`config.mk`:
```
export PLATFORM = sky130hd
export DESIGN_NAME = ppsa_port
export DESIGN_NICKNAME = d
export VERILOG_FILES = /design/src/design/ppsa_pkg.sv /design/src/design/ppsa_port.sv
export SDC_FILE = /design/constraint.sdc
export NUM_CORES = 1
export LEC_CHECK = 0
export BUFFER_PORTS_ARGS = -buffer_cell sky130_fd_sc_hd__buf_2
export CORE_UTILIZATION = 53
export DETAILED_ROUTE_END_ITERATION = 8
export GPL_TIMING_DRIVEN = 0
export PLACE_DENSITY = 0.81
export SYNTH_ARGS = -nofsm -noshare
export SYNTH_HDL_FRONTEND = slang
export SYNTH_SLANG_ARGS = --single-unit
```
`constraint.sdc`:
```
create_clock -name clk -period 2 [get_ports clk]
set_input_delay 0.2 -clock clk [delete_from_list [all_inputs] [get_ports clk]]
set_output_delay 0.2 -clock clk [all_outputs]
set_load 0.03 [all_outputs]
```
`src/design/ppsa_pkg.sv`:
```
// Package: register map, field layout and types of the pin port block
package ppsa_pkg;

  // ----------------------------------------------------------------
  // Register map
  // ----------------------------------------------------------------
  localparam logic [7:0] ALIAS_DRIVE_ENABLE_OFS = 8'h00;
  localparam logic [7:0] ALIAS_DRIVE_VALUE_OFS = 8'h01;
  localparam logic [7:0] ALIAS_SAMPLED_LEVEL_OFS = 8'h02;
  localparam logic [7:0] ALIAS_EVENT_FLAGS_OFS = 8'h03;
  localparam logic [7:0] PAD_EVENT_FLAGS_OFS = 8'h09;
  localparam logic [7:0] PAD_CONTROL_OFS = 8'h10;
  localparam logic [7:0] PAD_CONTROL_STEP = 8'h01;
  localparam logic [7:0] PAD_CONTROL_LAST = 8'h17;

  // ----------------------------------------------------------------
  // Fields and reset values
  // ----------------------------------------------------------------
  localparam int POLARITY_SWAP_BIT = 7;
  localparam int RESISTOR_PULL_HIGH_BIT = 3;
  localparam int SENSE_LSB = 0;
  localparam logic [7:0] PAD_CONTROL_MASK = 8'h8F;
  localparam logic [7:0] REG_RESET = 8'h00;
  localparam int PIN_COUNT = 8;

  // ----------------------------------------------------------------
  // Types
  // ----------------------------------------------------------------
  typedef enum logic [2:0] {
    SENSE_OFF = 3'h0,
    ANY_EDGE = 3'h1,
    RISING_EDGE = 3'h2,
    FALLING_EDGE = 3'h3,
    INPUT_BUFFER_OFF = 3'h4,
    LOW_LEVEL = 3'h5
  } ppsa_sense_t;

  typedef struct packed {
    logic [7:0] addr;
    logic [7:0] wdata;
    logic wr;
    logic rd;
  } ppsa_bus_t;

  typedef struct packed {
    logic [7:0] drive_out;
    logic [7:0] drive_oe;
    logic [7:0] pull_up;
  } ppsa_pad_t;

endpackage

```
`src/design/ppsa_port.sv`:
```
// Module: eight-pin port with sensing, event flags and alias window
//
// Strobed register access was decided locally.
`timescale 1ns/1ns

module ppsa_port (
  // Clock and reset
  input wire logic clk,
  input wire logic rst_b,
  // Register port
  input wire ppsa_pkg::ppsa_bus_t bus,
  output logic [7:0] rdata,
  // Pads
  input wire logic [7:0] pad_in,
  output ppsa_pkg::ppsa_pad_t pad,
  // Port event request
  output logic port_irq
);

  // ----------------------------------------------------------------
  // State
  // ----------------------------------------------------------------
  logic [7:0] drive_enable;
  logic [7:0] drive_value;
  logic [7:0] flags;
  logic [7:0] ctrl [8];
  logic [7:0] sync1;
  logic [7:0] sync2;
  logic [7:0] level;
  logic [7:0] level_prev;
  logic [7:0] next_drive_enable;
  logic [7:0] next_drive_value;
  logic [7:0] next_flags;
  logic [7:0] next_ctrl [8];
  logic [7:0] next_level;
  logic [7:0] next_rdata;
  logic [7:0] buf_on;
  logic [7:0] hit;
  logic [7:0] wr_mask;

  function automatic logic is_ctrl(input logic [7:0] a);
    is_ctrl = (a >= ppsa_pkg::PAD_CONTROL_OFS) && (a <= ppsa_pkg::PAD_CONTROL_LAST);
  endfunction

  function automatic logic [2:0] ctrl_idx(input logic [7:0] a);
    logic [7:0] d;
    d = (a - ppsa_pkg::PAD_CONTROL_OFS) / ppsa_pkg::PAD_CONTROL_STEP;
    ctrl_idx = d[2:0];
  endfunction

  // ----------------------------------------------------------------
  // Sense decode
  // ----------------------------------------------------------------
  always_comb begin
    for (int i = 0; i < ppsa_pkg::PIN_COUNT; i++) begin
      ppsa_pkg::ppsa_sense_t s;
      s = ppsa_pkg::ppsa_sense_t'(ctrl[i][ppsa_pkg::SENSE_LSB +: 3]);
      buf_on[i] = (s != ppsa_pkg::INPUT_BUFFER_OFF);
      case (s)
        ppsa_pkg::ANY_EDGE: hit[i] = level[i] ^ level_prev[i];
        ppsa_pkg::RISING_EDGE: hit[i] = level[i] & ~level_prev[i];
        ppsa_pkg::FALLING_EDGE: hit[i] = ~level[i] & level_prev[i];
        ppsa_pkg::LOW_LEVEL: hit[i] = ~level[i];
        default: hit[i] = 1'b0;
      endcase
    end
  end

  // ----------------------------------------------------------------
  // Next-state logic
  // ----------------------------------------------------------------
  always_comb begin
    next_drive_enable = drive_enable;
    next_drive_value = drive_value;
    next_ctrl = ctrl;
    wr_mask = 8'h00;
    next_rdata = 8'h00;
    // Buffer off freezes the sampled level; inversion applied on input
    for (int i = 0; i < ppsa_pkg::PIN_COUNT; i++) begin
      next_level[i] = buf_on[i] ? (sync2[i] ^ ctrl[i][ppsa_pkg::POLARITY_SWAP_BIT])
                                : level[i];
    end
    if (bus.wr) begin
      if (bus.addr == ppsa_pkg::ALIAS_DRIVE_ENABLE_OFS) begin
        next_drive_enable = bus.wdata;
      end else if (bus.addr == ppsa_pkg::ALIAS_DRIVE_VALUE_OFS) begin
        next_drive_value = bus.wdata;
      end else if (bus.addr == ppsa_pkg::ALIAS_SAMPLED_LEVEL_OFS) begin
        next_drive_value = drive_value ^ bus.wdata;
      end else if (bus.addr == ppsa_pkg::ALIAS_EVENT_FLAGS_OFS ||
                   bus.addr == ppsa_pkg::PAD_EVENT_FLAGS_OFS) begin
        wr_mask = bus.wdata;
      end else if (is_ctrl(bus.addr)) begin
        next_ctrl[ctrl_idx(bus.addr)] = bus.wdata & ppsa_pkg::PAD_CONTROL_MASK;
      end
    end
    // Set wins over a same-cycle clear
    next_flags = (flags & ~wr_mask) | hit;
    if (bus.rd) begin
      if (bus.addr == ppsa_pkg::ALIAS_DRIVE_ENABLE_OFS) begin
        next_rdata = drive_enable;
      end else if (bus.addr == ppsa_pkg::ALIAS_DRIVE_VALUE_OFS) begin
        next_rdata = drive_value;
      end else if (bus.addr == ppsa_pkg::ALIAS_SAMPLED_LEVEL_OFS) begin
        next_rdata = level & buf_on;
      end else if (bus.addr == ppsa_pkg::ALIAS_EVENT_FLAGS_OFS ||
                   bus.addr == ppsa_pkg::PAD_EVENT_FLAGS_OFS) begin
        next_rdata = flags;
      end else if (is_ctrl(bus.addr)) begin
        next_rdata = ctrl[ctrl_idx(bus.addr)];
      end
    end
  end

  // ----------------------------------------------------------------
  // Registers
  // ----------------------------------------------------------------
  always_ff @(posedge clk) begin
    if (!rst_b) begin
      drive_enable <= ppsa_pkg::REG_RESET;
      drive_value <= ppsa_pkg::REG_RESET;
      flags <= ppsa_pkg::REG_RESET;
      for (int i = 0; i < ppsa_pkg::PIN_COUNT; i++) begin
        ctrl[i] <= ppsa_pkg::REG_RESET;
      end
      sync1 <= 8'h00;
      sync2 <= 8'h00;
      level <= 8'h00;
      level_prev <= 8'h00;
      rdata <= 8'h00;
      pad <= '0;
      port_irq <= 1'b0;
    end else begin
      drive_enable <= next_drive_enable;
      drive_value <= next_drive_value;
      flags <= next_flags;
      ctrl <= next_ctrl;
      sync1 <= pad_in;
      sync2 <= sync1;
      level <= next_level;
      level_prev <= level;
      rdata <= next_rdata;
      port_irq <= |next_flags;
      for (int i = 0; i < ppsa_pkg::PIN_COUNT; i++) begin
        pad.drive_out[i] <= next_drive_enable[i] &
                            (next_drive_value[i] ^ next_ctrl[i][ppsa_pkg::POLARITY_SWAP_BIT]);
        pad.pull_up[i] <= next_ctrl[i][ppsa_pkg::RESISTOR_PULL_HIGH_BIT];
      end
      pad.drive_oe <= next_drive_enable;
    end
  end

  // ----------------------------------------------------------------
  // Assertions
  // ----------------------------------------------------------------
  a_irq_follows_flags: assert property (@(posedge clk) disable iff (!rst_b)
    port_irq == (|flags))
    else $error("request does not follow flags");
  a_oe_follows_dir: assert property (@(posedge clk) disable iff (!rst_b)
    pad.drive_oe == drive_enable)
    else $error("output enable differs from direction");
  a_out_when_input: assert property (@(posedge clk) disable iff (!rst_b)
    (pad.drive_out & ~drive_enable) == 8'h00)
    else $error("input pin driven");
  a_toggle_write: assert property (@(posedge clk) disable iff (!rst_b)
    bus.wr && bus.addr == ppsa_pkg::ALIAS_SAMPLED_LEVEL_OFS
    |=> drive_value == ($past(drive_value) ^ $past(bus.wdata)))
    else $error("level write did not toggle value");
  a_flag_clear: assert property (@(posedge clk) disable iff (!rst_b)
    bus.wr && bus.addr == ppsa_pkg::ALIAS_EVENT_FLAGS_OFS
    |=> (flags & $past(bus.wdata) & ~$past(hit)) == 8'h00)
    else $error("flag not cleared");
  a_flag_set: assert property (@(posedge clk) disable iff (!rst_b)
    (hit != 8'h00) |=> (flags & $past(hit)) == $past(hit))
    else $error("matching event not flagged");
  a_no_sense_off: assert property (@(posedge clk) disable iff (!rst_b)
    ctrl[0][2:0] == 3'h0 && !(bus.wr && bus.addr == ppsa_pkg::ALIAS_EVENT_FLAGS_OFS)
    && !(bus.wr && bus.addr == ppsa_pkg::PAD_EVENT_FLAGS_OFS)
    |=> flags[0] == $past(flags[0]))
    else $error("flag raised with sensing off");
  a_rise_detect: assert property (@(posedge clk) disable iff (!rst_b)
    ctrl[1][2:0] == 3'h2 && level[1] && !level_prev[1] |=> flags[1])
    else $error("rising edge missed");
  a_buffer_off_read: assert property (@(posedge clk) disable iff (!rst_b)
    bus.rd && bus.addr == ppsa_pkg::ALIAS_SAMPLED_LEVEL_OFS && !buf_on[2]
    |=> !rdata[2])
    else $error("disabled pin readable");
  a_sync_delay: assert property (@(posedge clk) disable iff (!rst_b)
    buf_on[3] && !ctrl[3][7] && $stable(buf_on[3]) && $stable(ctrl[3])
    |=> level[3] == $past(sync2[3]))
    else $error("level not from synchroniser");

  // ----------------------------------------------------------------
  // Register port checks
  // ----------------------------------------------------------------
  a_rdata_idle: assert property (@(posedge clk) disable iff (!rst_b)
    !bus.rd |=> rdata == 8'h00)
    else $error("read data not zero outside a read");
  a_read_dir: assert property (@(posedge clk) disable iff (!rst_b)
    bus.rd && bus.addr == ppsa_pkg::ALIAS_DRIVE_ENABLE_OFS
    |=> rdata == $past(drive_enable))
    else $error("direction read wrong");
  a_read_value: assert property (@(posedge clk) disable iff (!rst_b)
    bus.rd && bus.addr == ppsa_pkg::ALIAS_DRIVE_VALUE_OFS
    |=> rdata == $past(drive_value))
    else $error("drive value read wrong");
  a_read_level: assert property (@(posedge clk) disable iff (!rst_b)
    bus.rd && bus.addr == ppsa_pkg::ALIAS_SAMPLED_LEVEL_OFS
    |=> rdata == ($past(level) & $past(buf_on)))
    else $error("sampled level read wrong");
  a_read_alias_flags: assert property (@(posedge clk) disable iff (!rst_b)
    bus.rd && bus.addr == ppsa_pkg::ALIAS_EVENT_FLAGS_OFS
    |=> rdata == $past(flags))
    else $error("alias flags read wrong");
  a_read_reg_flags: assert property (@(posedge clk) disable iff (!rst_b)
    bus.rd && bus.addr == ppsa_pkg::PAD_EVENT_FLAGS_OFS
    |=> rdata == $past(flags))
    else $error("regular flags read wrong");
  a_dir_write: assert property (@(posedge clk) disable iff (!rst_b)
    bus.wr && bus.addr == ppsa_pkg::ALIAS_DRIVE_ENABLE_OFS
    |=> drive_enable == $past(bus.wdata))
    else $error("direction write lost");
  a_value_write: assert property (@(posedge clk) disable iff (!rst_b)
    bus.wr && bus.addr == ppsa_pkg::ALIAS_DRIVE_VALUE_OFS
    |=> drive_value == $past(bus.wdata))
    else $error("drive value write lost");
  a_reg_flag_clear: assert property (@(posedge clk) disable iff (!rst_b)
    bus.wr && bus.addr == ppsa_pkg::PAD_EVENT_FLAGS_OFS
    |=> (flags & $past(bus.wdata) & ~$past(hit)) == 8'h00)
    else $error("regular flag not cleared");
  a_ctrl_unused_zero: assert property (@(posedge clk) disable iff (!rst_b)
    (ctrl[5] & 8'h70) == 8'h00)
    else $error("unused control bits set");

  // ----------------------------------------------------------------
  // Pad and sense checks
  // ----------------------------------------------------------------
  a_pull_follows: assert property (@(posedge clk) disable iff (!rst_b)
    pad.pull_up[0] == ctrl[0][ppsa_pkg::RESISTOR_PULL_HIGH_BIT])
    else $error("pull-up differs from control");
  a_invert_out: assert property (@(posedge clk) disable iff (!rst_b)
    pad.drive_out[0] == (drive_enable[0] &
    (drive_value[0] ^ ctrl[0][ppsa_pkg::POLARITY_SWAP_BIT])))
    else $error("output inversion wrong");
  a_invert_in: assert property (@(posedge clk) disable iff (!rst_b)
    buf_on[5] |=> level[5] == ($past(sync2[5]) ^ $past(ctrl[5][7])))
    else $error("input inversion wrong");
  a_fall_detect: assert property (@(posedge clk) disable iff (!rst_b)
    ctrl[1][2:0] == 3'h3 && !level[1] && level_prev[1] |=> flags[1])
    else $error("falling edge missed");
  a_any_detect: assert property (@(posedge clk) disable iff (!rst_b)
    ctrl[2][2:0] == 3'h1 && (level[2] != level_prev[2]) |=> flags[2])
    else $error("edge missed in any edge mode");
  a_low_detect: assert property (@(posedge clk) disable iff (!rst_b)
    ctrl[3][2:0] == 3'h5 && !level[3] |=> flags[3])
    else $error("low level missed");
  a_buffer_hold: assert property (@(posedge clk) disable iff (!rst_b)
    !buf_on[4] |=> level[4] == $past(level[4]))
    else $error("disabled pin sampled");
  a_no_buffer_off: assert property (@(posedge clk) disable iff (!rst_b)
    ctrl[6][2:0] == 3'h4 && !(bus.wr && bus.addr == ppsa_pkg::ALIAS_EVENT_FLAGS_OFS)
    && !(bus.wr && bus.addr == ppsa_pkg::PAD_EVENT_FLAGS_OFS)
    |=> flags[6] == $past(flags[6]))
    else $error("flag raised with buffer off");
  a_low_no_clear: assert property (@(posedge clk) disable iff (!rst_b)
    ctrl[7][2:0] == 3'h5 && !level[7] && bus.wr
    && bus.addr == ppsa_pkg::ALIAS_EVENT_FLAGS_OFS |=> flags[7])
    else $error("clear beat a same-cycle set");

  c_edge_flag: cover property (@(posedge clk) disable iff (!rst_b) $rose(flags[0]));
  c_irq_drop: cover property (@(posedge clk) disable iff (!rst_b) $fell(port_irq));
  c_toggle: cover property (@(posedge clk) disable iff (!rst_b)
    bus.wr && bus.addr == ppsa_pkg::ALIAS_SAMPLED_LEVEL_OFS);
  c_set_clear: cover property (@(posedge clk) disable iff (!rst_b)
    bus.wr && bus.addr == ppsa_pkg::ALIAS_EVENT_FLAGS_OFS && (hit & bus.wdata) != 8'h00);

endmodule

```
# Yosys cells after proc, flatten, opt, wreduce, memory -nomap -nowiden
# Cells that the tools add are included.
[op_classes]
addsub = 1
order_cmp = 4
eq_ne = 44
muxes = 36
bitwise_logic = 74
n_reduce_logical = 7
[op_table]
columns = ["op", "count"]
rows = [
  ["$mux 64", 6],
  ["$mux 8", 19],
  ["$bwmux 64", 1],
  ["$eq 3x2->1 const B", 16],
  ["$pmux 1 s4", 8],
  ["$and 1x1->1", 24],
  ["$bmux 8 s3", 1],
  ["$demux 8 s3", 1],
  ["$eq 3x1->1 const B", 8],
  ["$eq 3x3->1 const B", 8],
  ["$ne 3x3->1 const B", 8],
  ["$xor 1x1->1", 24],
  ["$not 1->1", 20],
  ["$and 8x8->8", 2],
  ["$eq 8x2->1 const B", 2],
  ["$eq 8x1->1 const B", 1],
  ["$eq 8x4->1 const B", 1],
  ["$ge 8x5->1 const B", 1],
  ["$le 8x5->1 const B", 1],
  ["$logic_not 8->1", 1],
  ["$not 8->8", 1],
  ["$or 8x8->8", 1],
  ["$reduce_or 8->1", 1],
  ["$xor 8x8->8", 1],
  ["8 further kinds", 9],
]
[word_totals]
ff_bits = 145
in_bits = 28
out_inout_bits = 33
elab_cells = 200

# Depth between registers and ports, before layout
# Gate-level depths: netlist (run 1).
[depth]
depth_word = 15
mapped_depth = 9
depth_no_buf = 8

# Worst setup path after synthesis (run 1)
# No wires, ideal clock.
[synth_timing]
path_kind = "input to register"
start = "input bus[13] (netlist bit)"
end = "register pad[20] (netlist bit)"
setup_ns = 0.132
t_arrival_ns = 1.883
t_required_ns = 1.868
slack_ns = -0.015
path_stages = 9
path_buffers = 3
cell_sequence = "buf_6 -> or3_1 -> buf_6 -> or3_1 -> buf_6 -> nor2_8 -> mux2i_1 -> xor2_1 -> nor3_2"
[synth_between]
elab_chain_len = 10
elab_cells_between_ends = 23
classes_between = "2 x order compare; 4 x eq/ne; 12 x mux; 2 x bitwise; 3 x reduce/logical"
[synth_rtl]
columns = ["element", "line", "rtl"]
rows = [
  ["start: declaration", "ppsa_port.sv:11", "input wire ppsa_pkg::ppsa_bus_t bus,"],
  ["$ge 8x5->1 or $le 8x5->1 (tied branches)", "ppsa_port.sv:42", "is_ctrl = (a >= ppsa_pkg::PAD_CONTROL_OFS) && (a <= ppsa_pkg::PAD_CONTROL_LAST);"],
  ["$logic_and 1x1->1", "ppsa_port.sv:42", ""],
  ["$mux 64", "ppsa_port.sv:93", "end else if (is_ctrl(bus.addr)) begin"],
  ["$mux 64", "ppsa_port.sv:90", "end else if (bus.addr == ppsa_pkg::ALIAS_EVENT_FLAGS_OFS ||"],
  ["$mux 64", "ppsa_port.sv:88", "end else if (bus.addr == ppsa_pkg::ALIAS_SAMPLED_LEVEL_OFS) begin"],
  ["$mux 64", "ppsa_port.sv:86", "end else if (bus.addr == ppsa_pkg::ALIAS_DRIVE_VALUE_OFS) begin"],
  ["$mux 64", "ppsa_port.sv:84", "if (bus.addr == ppsa_pkg::ALIAS_DRIVE_ENABLE_OFS) begin"],
  ["$mux 64", "ppsa_port.sv:83", "if (bus.wr) begin"],
  ["$xor 1x1->1", "ppsa_port.sv:146", "(next_drive_value[i] ^ next_ctrl[i][ppsa_pkg::POLARITY_SWAP_BIT]);"],
  ["$and 1x1->1 *", "ppsa_port.sv:145", "pad.drive_out[i] <= next_drive_enable[i] &"],
  ["end: declaration", "ppsa_port.sv:15", "output ppsa_pkg::ppsa_pad_t pad,"],
]
# Every way passes the cells marked *; elsewhere a longest branch is shown, timed or not.
# A chain may end at the register's enable or synchronous reset.

# Worst setup path after layout (run 1)
[layout_timing]
start = "input bus[10] (netlist bit)"
end = "register rdata[3]"
[layout_between]
elab_chain_len = 10
elab_cells_between_ends = 19
classes_between = "1 x add/sub; 2 x order compare; 4 x eq/ne; 8 x mux; 1 x bitwise; 3 x reduce/logical"
[layout_rtl]
columns = ["element", "line", "rtl"]
rows = [
  ["$sub 3x1->3", "ppsa_port.sv:47", "d = (a - ppsa_pkg::PAD_CONTROL_OFS) / ppsa_pkg::PAD_CONTROL_STEP;"],
  ["$not 3->4 (implied by the code)", "ppsa_port.sv:110", "next_rdata = ctrl[ctrl_idx(bus.addr)];"],
  ["$bmux 8 s3", "ppsa_port.sv:110", ""],
  ["$mux 8 (implied by the code) (2 in a row)", "ppsa_port.sv:110", ""],
  ["$mux 8", "ppsa_port.sv:109", "end else if (is_ctrl(bus.addr)) begin"],
  ["$mux 8", "ppsa_port.sv:106", "end else if (bus.addr == ppsa_pkg::ALIAS_EVENT_FLAGS_OFS ||"],
  ["$mux 8", "ppsa_port.sv:104", "end else if (bus.addr == ppsa_pkg::ALIAS_SAMPLED_LEVEL_OFS) begin"],
  ["$mux 8", "ppsa_port.sv:102", "end else if (bus.addr == ppsa_pkg::ALIAS_DRIVE_VALUE_OFS) begin"],
  ["$mux 8 *", "ppsa_port.sv:100", "if (bus.addr == ppsa_pkg::ALIAS_DRIVE_ENABLE_OFS) begin"],
  ["end signal: assignment", "ppsa_port.sv:142", "rdata <= next_rdata;"],
  ["end: declaration", "ppsa_port.sv:12", "output logic [7:0] rdata,"],
]
# Every way passes the cells marked *; elsewhere a longest branch is shown, timed or not. The select of a mux whose other input is x is not followed.

==> summary.txt, run 1 <==
Run status
  • Outcome: finished clean

Layout
  • Fill count: 806
  • Largest regs: ctrl (33), pad (15)
  • Antenna cells: 0
  • Largest register FFs: 33
  • Fraction of layout cells with a size suffix above 1: 0.2028
  • NumNets Final: 757
  • Fin util: 0.6615
  • Non-filler cells, final: 861
  • Area of the multi-input gates: 0.003047 sq mm
  • Largest reg by FF count: ctrl
  • Layout area overhead: 20.75%
  • Storage cell area: 0.002262 sq mm

Floorplan
  • Core Region: 0.01032 sq mm
  • Die W: 105.3 microns
  • Die H: 105.3 microns
  • Starting Density: 0.5478
  • Rows: 37
  • Die area: 0.01109 sq mm
  • Ports: 61

Global route
  • Initial antenna violation count: 0
  • GRT overflow: 0
  • First-pass GRT wire length: 26,630 microns
  • Global Route Usage Sum: 0.3186
  • Largest net degree at the start of global routing: 17
  • Number of global-route vias before repair: 5,038

Yosys
  • Most common cell in the netlist: dfxtp_1
  • Post-Syn Area: 0.005655 sq mm
  • Synth Register Bits: 113
  • Warnings from Yosys: 0
  • Post-synth top cells: dfxtp_1, nor2_1, mux2i_1, nand2_1, a21oi_1
  • Synth cell types: 58
  • Syn nets: 673
  • Synth async-reset ratio: 0
  • Synthesized instance count: 629
  • Synthesized area per cell: 8.991 sq um
  • Post-synth EDFFs: 0
  • Largest area contributor in the netlist: dfxtp_1
  • Top cell type's share of synthesized area: 0.4000
  • Synth top area cells: dfxtp_1, mux2i_1, nor2_1, ha_1, and2_1
  • Post-synth top flop: dfxtp_1
  • Sequential fraction of the synthesis area: 0.4000

Critical path
  • Crit-path slowest cell: clkbuf_1
  • Worst path arrival time: 2.32 ns
  • Crit Reg-Reg Startpoint: level[6]
  • Setup crit start kind: input pin
  • CP Max Fanout: 10
  • R2R Setup Slk: 0.22 ns
  • CP bufs+invs: 4
  • CP Capture Type: flop
  • CP endpoint: rdata[3]
  • Critical register-to-register path endpoint: port_irq
  • Worst path top cell family by delay: buffers and inverters
  • Critical path class: in2reg
  • Req. time, crit path: 2.39 ns
  • FF-to-FF path depth: 8
  • Critical Path Start: bus[10]
  • Crit path cell chain: clkbuf_1 -> clkbuf_1 -> buf_2 -> buf_2 -> o21ai_0 -> o2111ai_1 -> a31oi_1
  • CP Depth: 7
  • Max stage delay on crit path: 0.44 ns

STA
  • Worst Max-Slew Pin Slew: 0.8044 ns
  • Final Hold Vio Count: 0
  • Setup TNS: 0 ns
  • Worst setup margin: 0.07246 ns
  • Final Max Slew Viols: 0
  • Final critical-path share of the clock period: 0.9638
  • Tmin final: 1.928 ns
  • Slew HR: 0.4637
  • Setup violations, final: 0
  • Clock Skews: 0.008084 ns
  • Max Clk Rate: 518.8 MHz

Routing
  • Vias: 5,208
  • Via density: 6.049
  • 1st-iter DRT viols: 456
  • Routed WL: 16,980 microns
  • First-pass detailed-route iteration total: 7
  • Per-cell routed wire length: 19.72 microns
  • Drc violations: 0
  • Antenna viol nets, final: 0

Placed design
  • Post-DP HPWL: 11,840 microns
  • GPL Wtd Cong: 0.9700
  • Pre-CTS setup slack: -0.5608 ns
  • Placed cells: 822
  • PortBufs: 57

Power
  • PwrDens: 845.7 mW/mm^2
  • Overall power: 5.775 mW
  • LEAKAGE: 2.737 nW
  • Max rail drop VDD: 0.0005396 V

Clocking
  • Skew-Pair Late Insertion Delay: 0.54 ns
  • Postcts setup bufs: 0
  • Clock tree buffer depth: 2
  • Clock-pin slew on the worst setup and hold paths: 0.06 ns
  • CTS tree: built
  • CTS H-tree lvls: 4
  • Clock root cell: clkbuf_8
  • TritonCTS Sinks: 113
  • Clock buffer count from CTS: 17

Hold path
  • Worst Hold Class: in2reg
  • Hold Crit Depth: 3

Flow run
  • Max-Cap Viols: 0
-- worst register-to-register path, stage by stage, from the launching register on --
cell       delay [ns]
dfxtp_1          0.41
inv_1            0.09
ha_1             0.20
inv_1            0.05
o21ai_0          0.06
a21oi_1          0.15
o2bb2ai_1        0.12
nor4_2           0.35
a41oi_1          0.20
-- routing by layer --
| layer | vias to the layer above | global-route usage | routed length, microns |
|---|---|---|---|
| li1 | 2368 | - | - |
| met1 | 2460 | 0.3789 | 6745 |
| met2 | 298 | 0.5080 | 7851 |
| met3 | 82 | 0.08163 | 1474 |
| met4 | 0 | 0.2103 | 906 |
| met5 | - | 0 | 0 |
-- report_power, final --
part | switching (mW) | internal [mW]
logic | 0.227 | 0.119
clock network | 1.07 | 2.07
registers | 0.0146 | 2.28
total | 1.31 | 4.47
-- final cells by class --
| type | count | area share |
|---|---|---|
| Clock buffer | 20 | 0.06523 |
| Multi-Input combinational cell | 441 | 0.4461 |
| Sequential cell | 113 | 0.3313 |
| Buffer | 47 | 0.03994 |
| Clock inverter | 11 | 0.02364 |
| Timing Repair Buffer | 65 | 0.05350 |
| Inverter | 28 | 0.01539 |
| Tap cell | 136 | 0.02492 |
-- cells by family after synthesis --
kind of cell	count (synthesis)	share of synthesized area
AOI/OAI and AO/OA	111	0.1350
muxes	56	0.1097
DFF	113	0.4000
buffers and inverters	75	0.06659
and+or+nand+nor	241	0.2270
adders and majority gates	16	0.03540
xor gates and xnor gates	17	0.02633
-- how the worst min path moves through the flow --
stage,endpoint,slack [ns],start
2_1_floorplan,sync1[0],0.33,pad_in[0]
3_3_place_gp,sync1[1],0.41,pad_in[1]
3_5_place_dp,sync1[7],0.41,pad_in[7]
4_1_cts,drive_enable[5],0.02,bus[7]
5_1_grt,drive_enable[5],0.06,bus[7]
6_report,drive_enable[5],0.04,bus[7]
-- cells in the final DEF (no fill, tap or decap), types with 12 or more instances in the layout --
cell type and n:
and2_1 26, xnor2_1 12, dfxtp_1 113, o21ai_0 17, ha_1 16, clkbuf_16 16
nor3_1 14, nor2_1 93, clkbuf_1 19, buf_2 66, a21oi_1 29, inv_1 27
mux2i_1 41, nand3_1 14, nand2_1 40
-- what timing repair did --
item                       4_1_cts  5_1_grt
resized for setup                0        4
hold buffers                     8        0
hold endpoints to repair         8        0
setup endpoints to repair        0        7
-- metrics by stage --
stage,instance area [sq um],hold slack [ns]
global route,6829,0.06216
global placement,6128,0.4053
floorplan,5673,0.3273
detailed placement,6128,0.4109
CTS,6815,0.02366
finish,6829,0.03928
Power figures use the tool's default switching activity.
==> inputs of run 2 (changes only) <==
==> config.mk (replaced) <==
export PLATFORM = sky130hd
export DESIGN_NAME = ppsa_port
export DESIGN_NICKNAME = d
export VERILOG_FILES = /design/src/design/ppsa_pkg.sv /design/src/design/ppsa_port.sv
export SDC_FILE = /design/constraint.sdc
export NUM_CORES = 1
export LEC_CHECK = 0
export CORE_UTILIZATION = 57
export DETAILED_ROUTE_END_ITERATION = 8
export DONT_BUFFER_PORTS = 1
export GPL_TIMING_DRIVEN = 0
export PLACE_DENSITY = 0.8
export SYNTH_ARGS = -nofsm -noshare
export SYNTH_HDL_FRONTEND = slang
export SYNTH_SLANG_ARGS = --single-unit
==> constraint.sdc (replaced) <==
create_clock -name clk -period 2 [get_ports clk]
set_input_delay 0.2 -clock clk [delete_from_list [all_inputs] [get_ports clk]]
set_output_delay 0.2 -clock clk [all_outputs]
set_load 0.05 [all_outputs]
==> run 2 against run 1 <==
Compared with the run above:
- register-to-register slack lost 0.07 ns
- combinational power fell by 6.1%
- total power grew 1.4%
- first-iteration DRC count is 22% higher
- critical path depth decreased by 1
- via count shrank 3.0%
- fmax shrank 0.91%
- clock skew up 0.0036 ns
- critical path type unchanged
==> summary.txt, run 2 (synthesis results as in run 1) <==
Run status
  • Outcome: finished clean (unchanged)

Placed design
  • GPL Wtd Cong: 0.9651 (was 0.9700)
  • Pre-CTS setup slack: -0.5164 ns (was -0.5608 ns)
  • PortBufs: 0 (was 57)
  • Post-DP HPWL: 12,080 microns (was 11,840 microns)
  • Placed cells: 758 (was 822)

Routing
  • Antenna viol nets, final: 0 (unchanged)
  • Routed WL: 17,840 microns (was 16,980 microns)
  • Vias: 5,053 (was 5,208)
  • First-pass detailed-route iteration total: 5 (was 7)
  • Per-cell routed wire length: 22.14 microns (was 19.72 microns)
  • Via density: 6.269 (was 6.049)
  • Drc violations: 0 (unchanged)
  • 1st-iter DRT viols: 558 (was 456)

Critical path
  • Critical register-to-register path endpoint: port_irq (unchanged)
  • Max stage delay on crit path: 0.75 ns (was 0.44 ns)
  • Critical path class: in2reg (unchanged)
  • Crit path cell chain: or4_1 -> buf_6 -> nor3b_2 -> nand3_1 -> a21oi_1 -> a41oi_1 (was clkbuf_1 -> clkbuf_1 -> buf_2 -> buf_2 -> o21ai_0 -> o2111ai_1 -> a31oi_1)
  • Critical Path Start: bus[15] (was bus[10])
  • CP Depth: 6 (was 7)
  • Worst path arrival time: 2.32 ns (about the same)
  • CP Max Fanout: 10 (unchanged)
  • R2R Setup Slk: 0.15 ns (was 0.22 ns)
  • Setup crit start kind: input pin (unchanged)
  • Worst path top cell family by delay: simple AND/OR/NAND/NOR gates (was buffers and inverters)
  • Crit Reg-Reg Startpoint: level[5] (was level[6])
  • FF-to-FF path depth: 8 (unchanged)
  • CP endpoint: port_irq (was rdata[3])
  • Crit-path slowest cell: nor3b_2 (was clkbuf_1)
  • Req. time, crit path: 2.37 ns (was 2.39 ns)
  • CP bufs+invs: 1 (was 4)
  • CP Capture Type: flop (unchanged)

Layout
  • Antenna cells: 0 (unchanged)
  • Largest regs: ctrl (33), pad (15) (unchanged)
  • Layout area overhead: 17.15% (was 20.75%)
  • Largest reg by FF count: ctrl (unchanged)
  • Non-filler cells, final: 806 (was 861)
  • Largest register FFs: 33 (unchanged)
  • NumNets Final: 708 (was 757)
  • Most common cell after layout, fill and taps aside: dfxtp_1 (unchanged)
  • Most frequent cells in the layout: dfxtp_1, nor2_1, mux2i_1 (was dfxtp_1, nor2_1, buf_2)
  • Fraction of layout cells with a size suffix above 1: 0.1359 (was 0.2028)

Clocking
  • Clock root cell: clkbuf_8 (unchanged)
  • CTS tree: built (unchanged)
  • TritonCTS Sinks: 113 (unchanged)
  • Clock-pin slew on the worst setup and hold paths: 0.07 ns (was 0.06 ns)
  • Clock tree buffer depth: 2 (unchanged)
  • Skew-Pair Late Insertion Delay: 0.54 ns (about the same)
  • Postcts setup bufs: 0 (unchanged)
  • CTS H-tree lvls: 4 (unchanged)
  • Clock buffer count from CTS: 17 (unchanged)

Power
  • PwrDens: 883.7 mW/mm^2 (was 845.7 mW/mm^2)
  • Max rail drop VDD: 0.0008404 V (was 0.0005396 V)
  • LEAKAGE: 2.480 nW (was 2.737 nW)

Floorplan
  • Ports: 61 (unchanged)
  • Starting Density: 0.6007 (was 0.5478)
  • Die H: 101.6 microns (was 105.3 microns)
  • Die W: 101.6 microns (was 105.3 microns)
  • Rows: 35 (was 37)
  • Core Region: 0.009415 sq mm (was 0.01032 sq mm)
  • Die area: 0.01032 sq mm (was 0.01109 sq mm)

STA
  • Final Max Slew Viols: 0 (unchanged)
  • Setup violations, final: 0 (unchanged)
  • Clock Skews: 0.01168 ns (was 0.008084 ns)
  • Final critical-path share of the clock period: 0.9726 (was 0.9638)
  • Tmin final: 1.945 ns (was 1.928 ns)
  • Setup TNS: 0 ns (unchanged)
  • Final Hold Vio Count: 0 (unchanged)
  • Slew HR: 0.3893 (was 0.4637)
  • Max Clk Rate: 514.1 MHz (was 518.8 MHz)
  • Worst Max-Slew Pin Slew: 0.9120 ns (was 0.8044 ns)
  • RSZ-0062 raised after global routing: false
  • Worst setup margin: 0.05477 ns (was 0.07246 ns)

Global route
  • Number of global-route vias before repair: 4,890 (was 5,038)
  • First-pass GRT wire length: 27,460 microns (was 26,630 microns)
  • Initial antenna violation count: 0 (unchanged)
  • Largest net degree at the start of global routing: 17 (unchanged)
  • Global Route Usage Sum: 0.3687 (was 0.3186)
  • GRT overflow: 0 (unchanged)

Hold path
  • Worst Hold Class: in2reg (unchanged)

Flow run
  • Max-Cap Viols: 0 (unchanged)
-- run 2: stage by stage --
| stage | utilization | power, mW | hold slack, ns | area, sq um |
|---|---|---|---|---|
| 6_report | 0.7037 | 5.855 | 0.004680 | 6625 |
| 5_1_grt | 0.7037 | 5.966 | 0.03086 | 6625 |
| 4_1_cts | 0.7029 | 5.828 | 0.0002924 | 6618 |
| 3_5_place_dp | 0.6197 | 2.625 | 0.3303 | 5834 |
| 3_3_place_gp | 0.6197 | 2.617 | 0.3283 | 5834 |
| 2_1_floorplan | - | 2.536 | 0.3273 | 5673 |
-- run 2: worst min-delay path by stage --
stage	start	to	cells after the start
floorplan	pad_in[0]	sync1[0]	1
CTS	bus[4]	drive_value[2]	4
detailed placement	pad_in[5]	sync1[5]	1
global placement	pad_in[1]	sync1[1]	1
global route	bus[4]	drive_value[2]	4
finish	bus[4]	drive_value[2]	4
-- run 2: report_power, final --
part           switching (mW)  internal (mW)
registers              0.0171           2.28
logic                   0.213          0.112
clock network            1.19           2.04
total                    1.42           4.43
-- run 2: final cells by class --
class                   count  area (sq um)
clock buffers              18         417.9
plain buffers              47         274.0
clock inverters            14         203.9
well taps                 129         161.4
multi-input cells         441          3040
flip-flops and latches    113          2262
fillers                   746          2790
inverters                  28         105.1
repair buffers             16         160.2
-- run 2: routing by layer --
layer | routed length, microns | vias to the layer above | global-route usage | share of wire
met5 | 0 | - | 0 | 0
met4 | 624 | 0 | 0.1929 | 0.035
met3 | 1912 | 60 | 0.1449 | 0.11
met2 | 8248 | 313 | 0.5800 | 0.46
met1 | 7058 | 2421 | 0.4344 | 0.40
li1 | - | 2259 | - | -
-- run 2: worst register-to-register path: cells and delay by family, from the launching register on --
| kind | cells | cell delay, ns |
|---|---|---|
| buffers and inverters | 2 | 0.12 |
| AO/OA/AOI/OAI | 4 | 0.53 |
| adder cells (fa/ha/maj) | 1 | 0.19 |
| flip-flops | 1 | 0.39 |
| AND/OR/NAND/NOR | 1 | 0.44 |
-- run 2: timing repair --
action | CTS | global route
hold buffers | 16 | 0
resized for setup | 1 | 3
endpoints found under the setup margin | 1 | 2
endpoints found under the hold margin | 24 | 0
cloned | 0 | 0
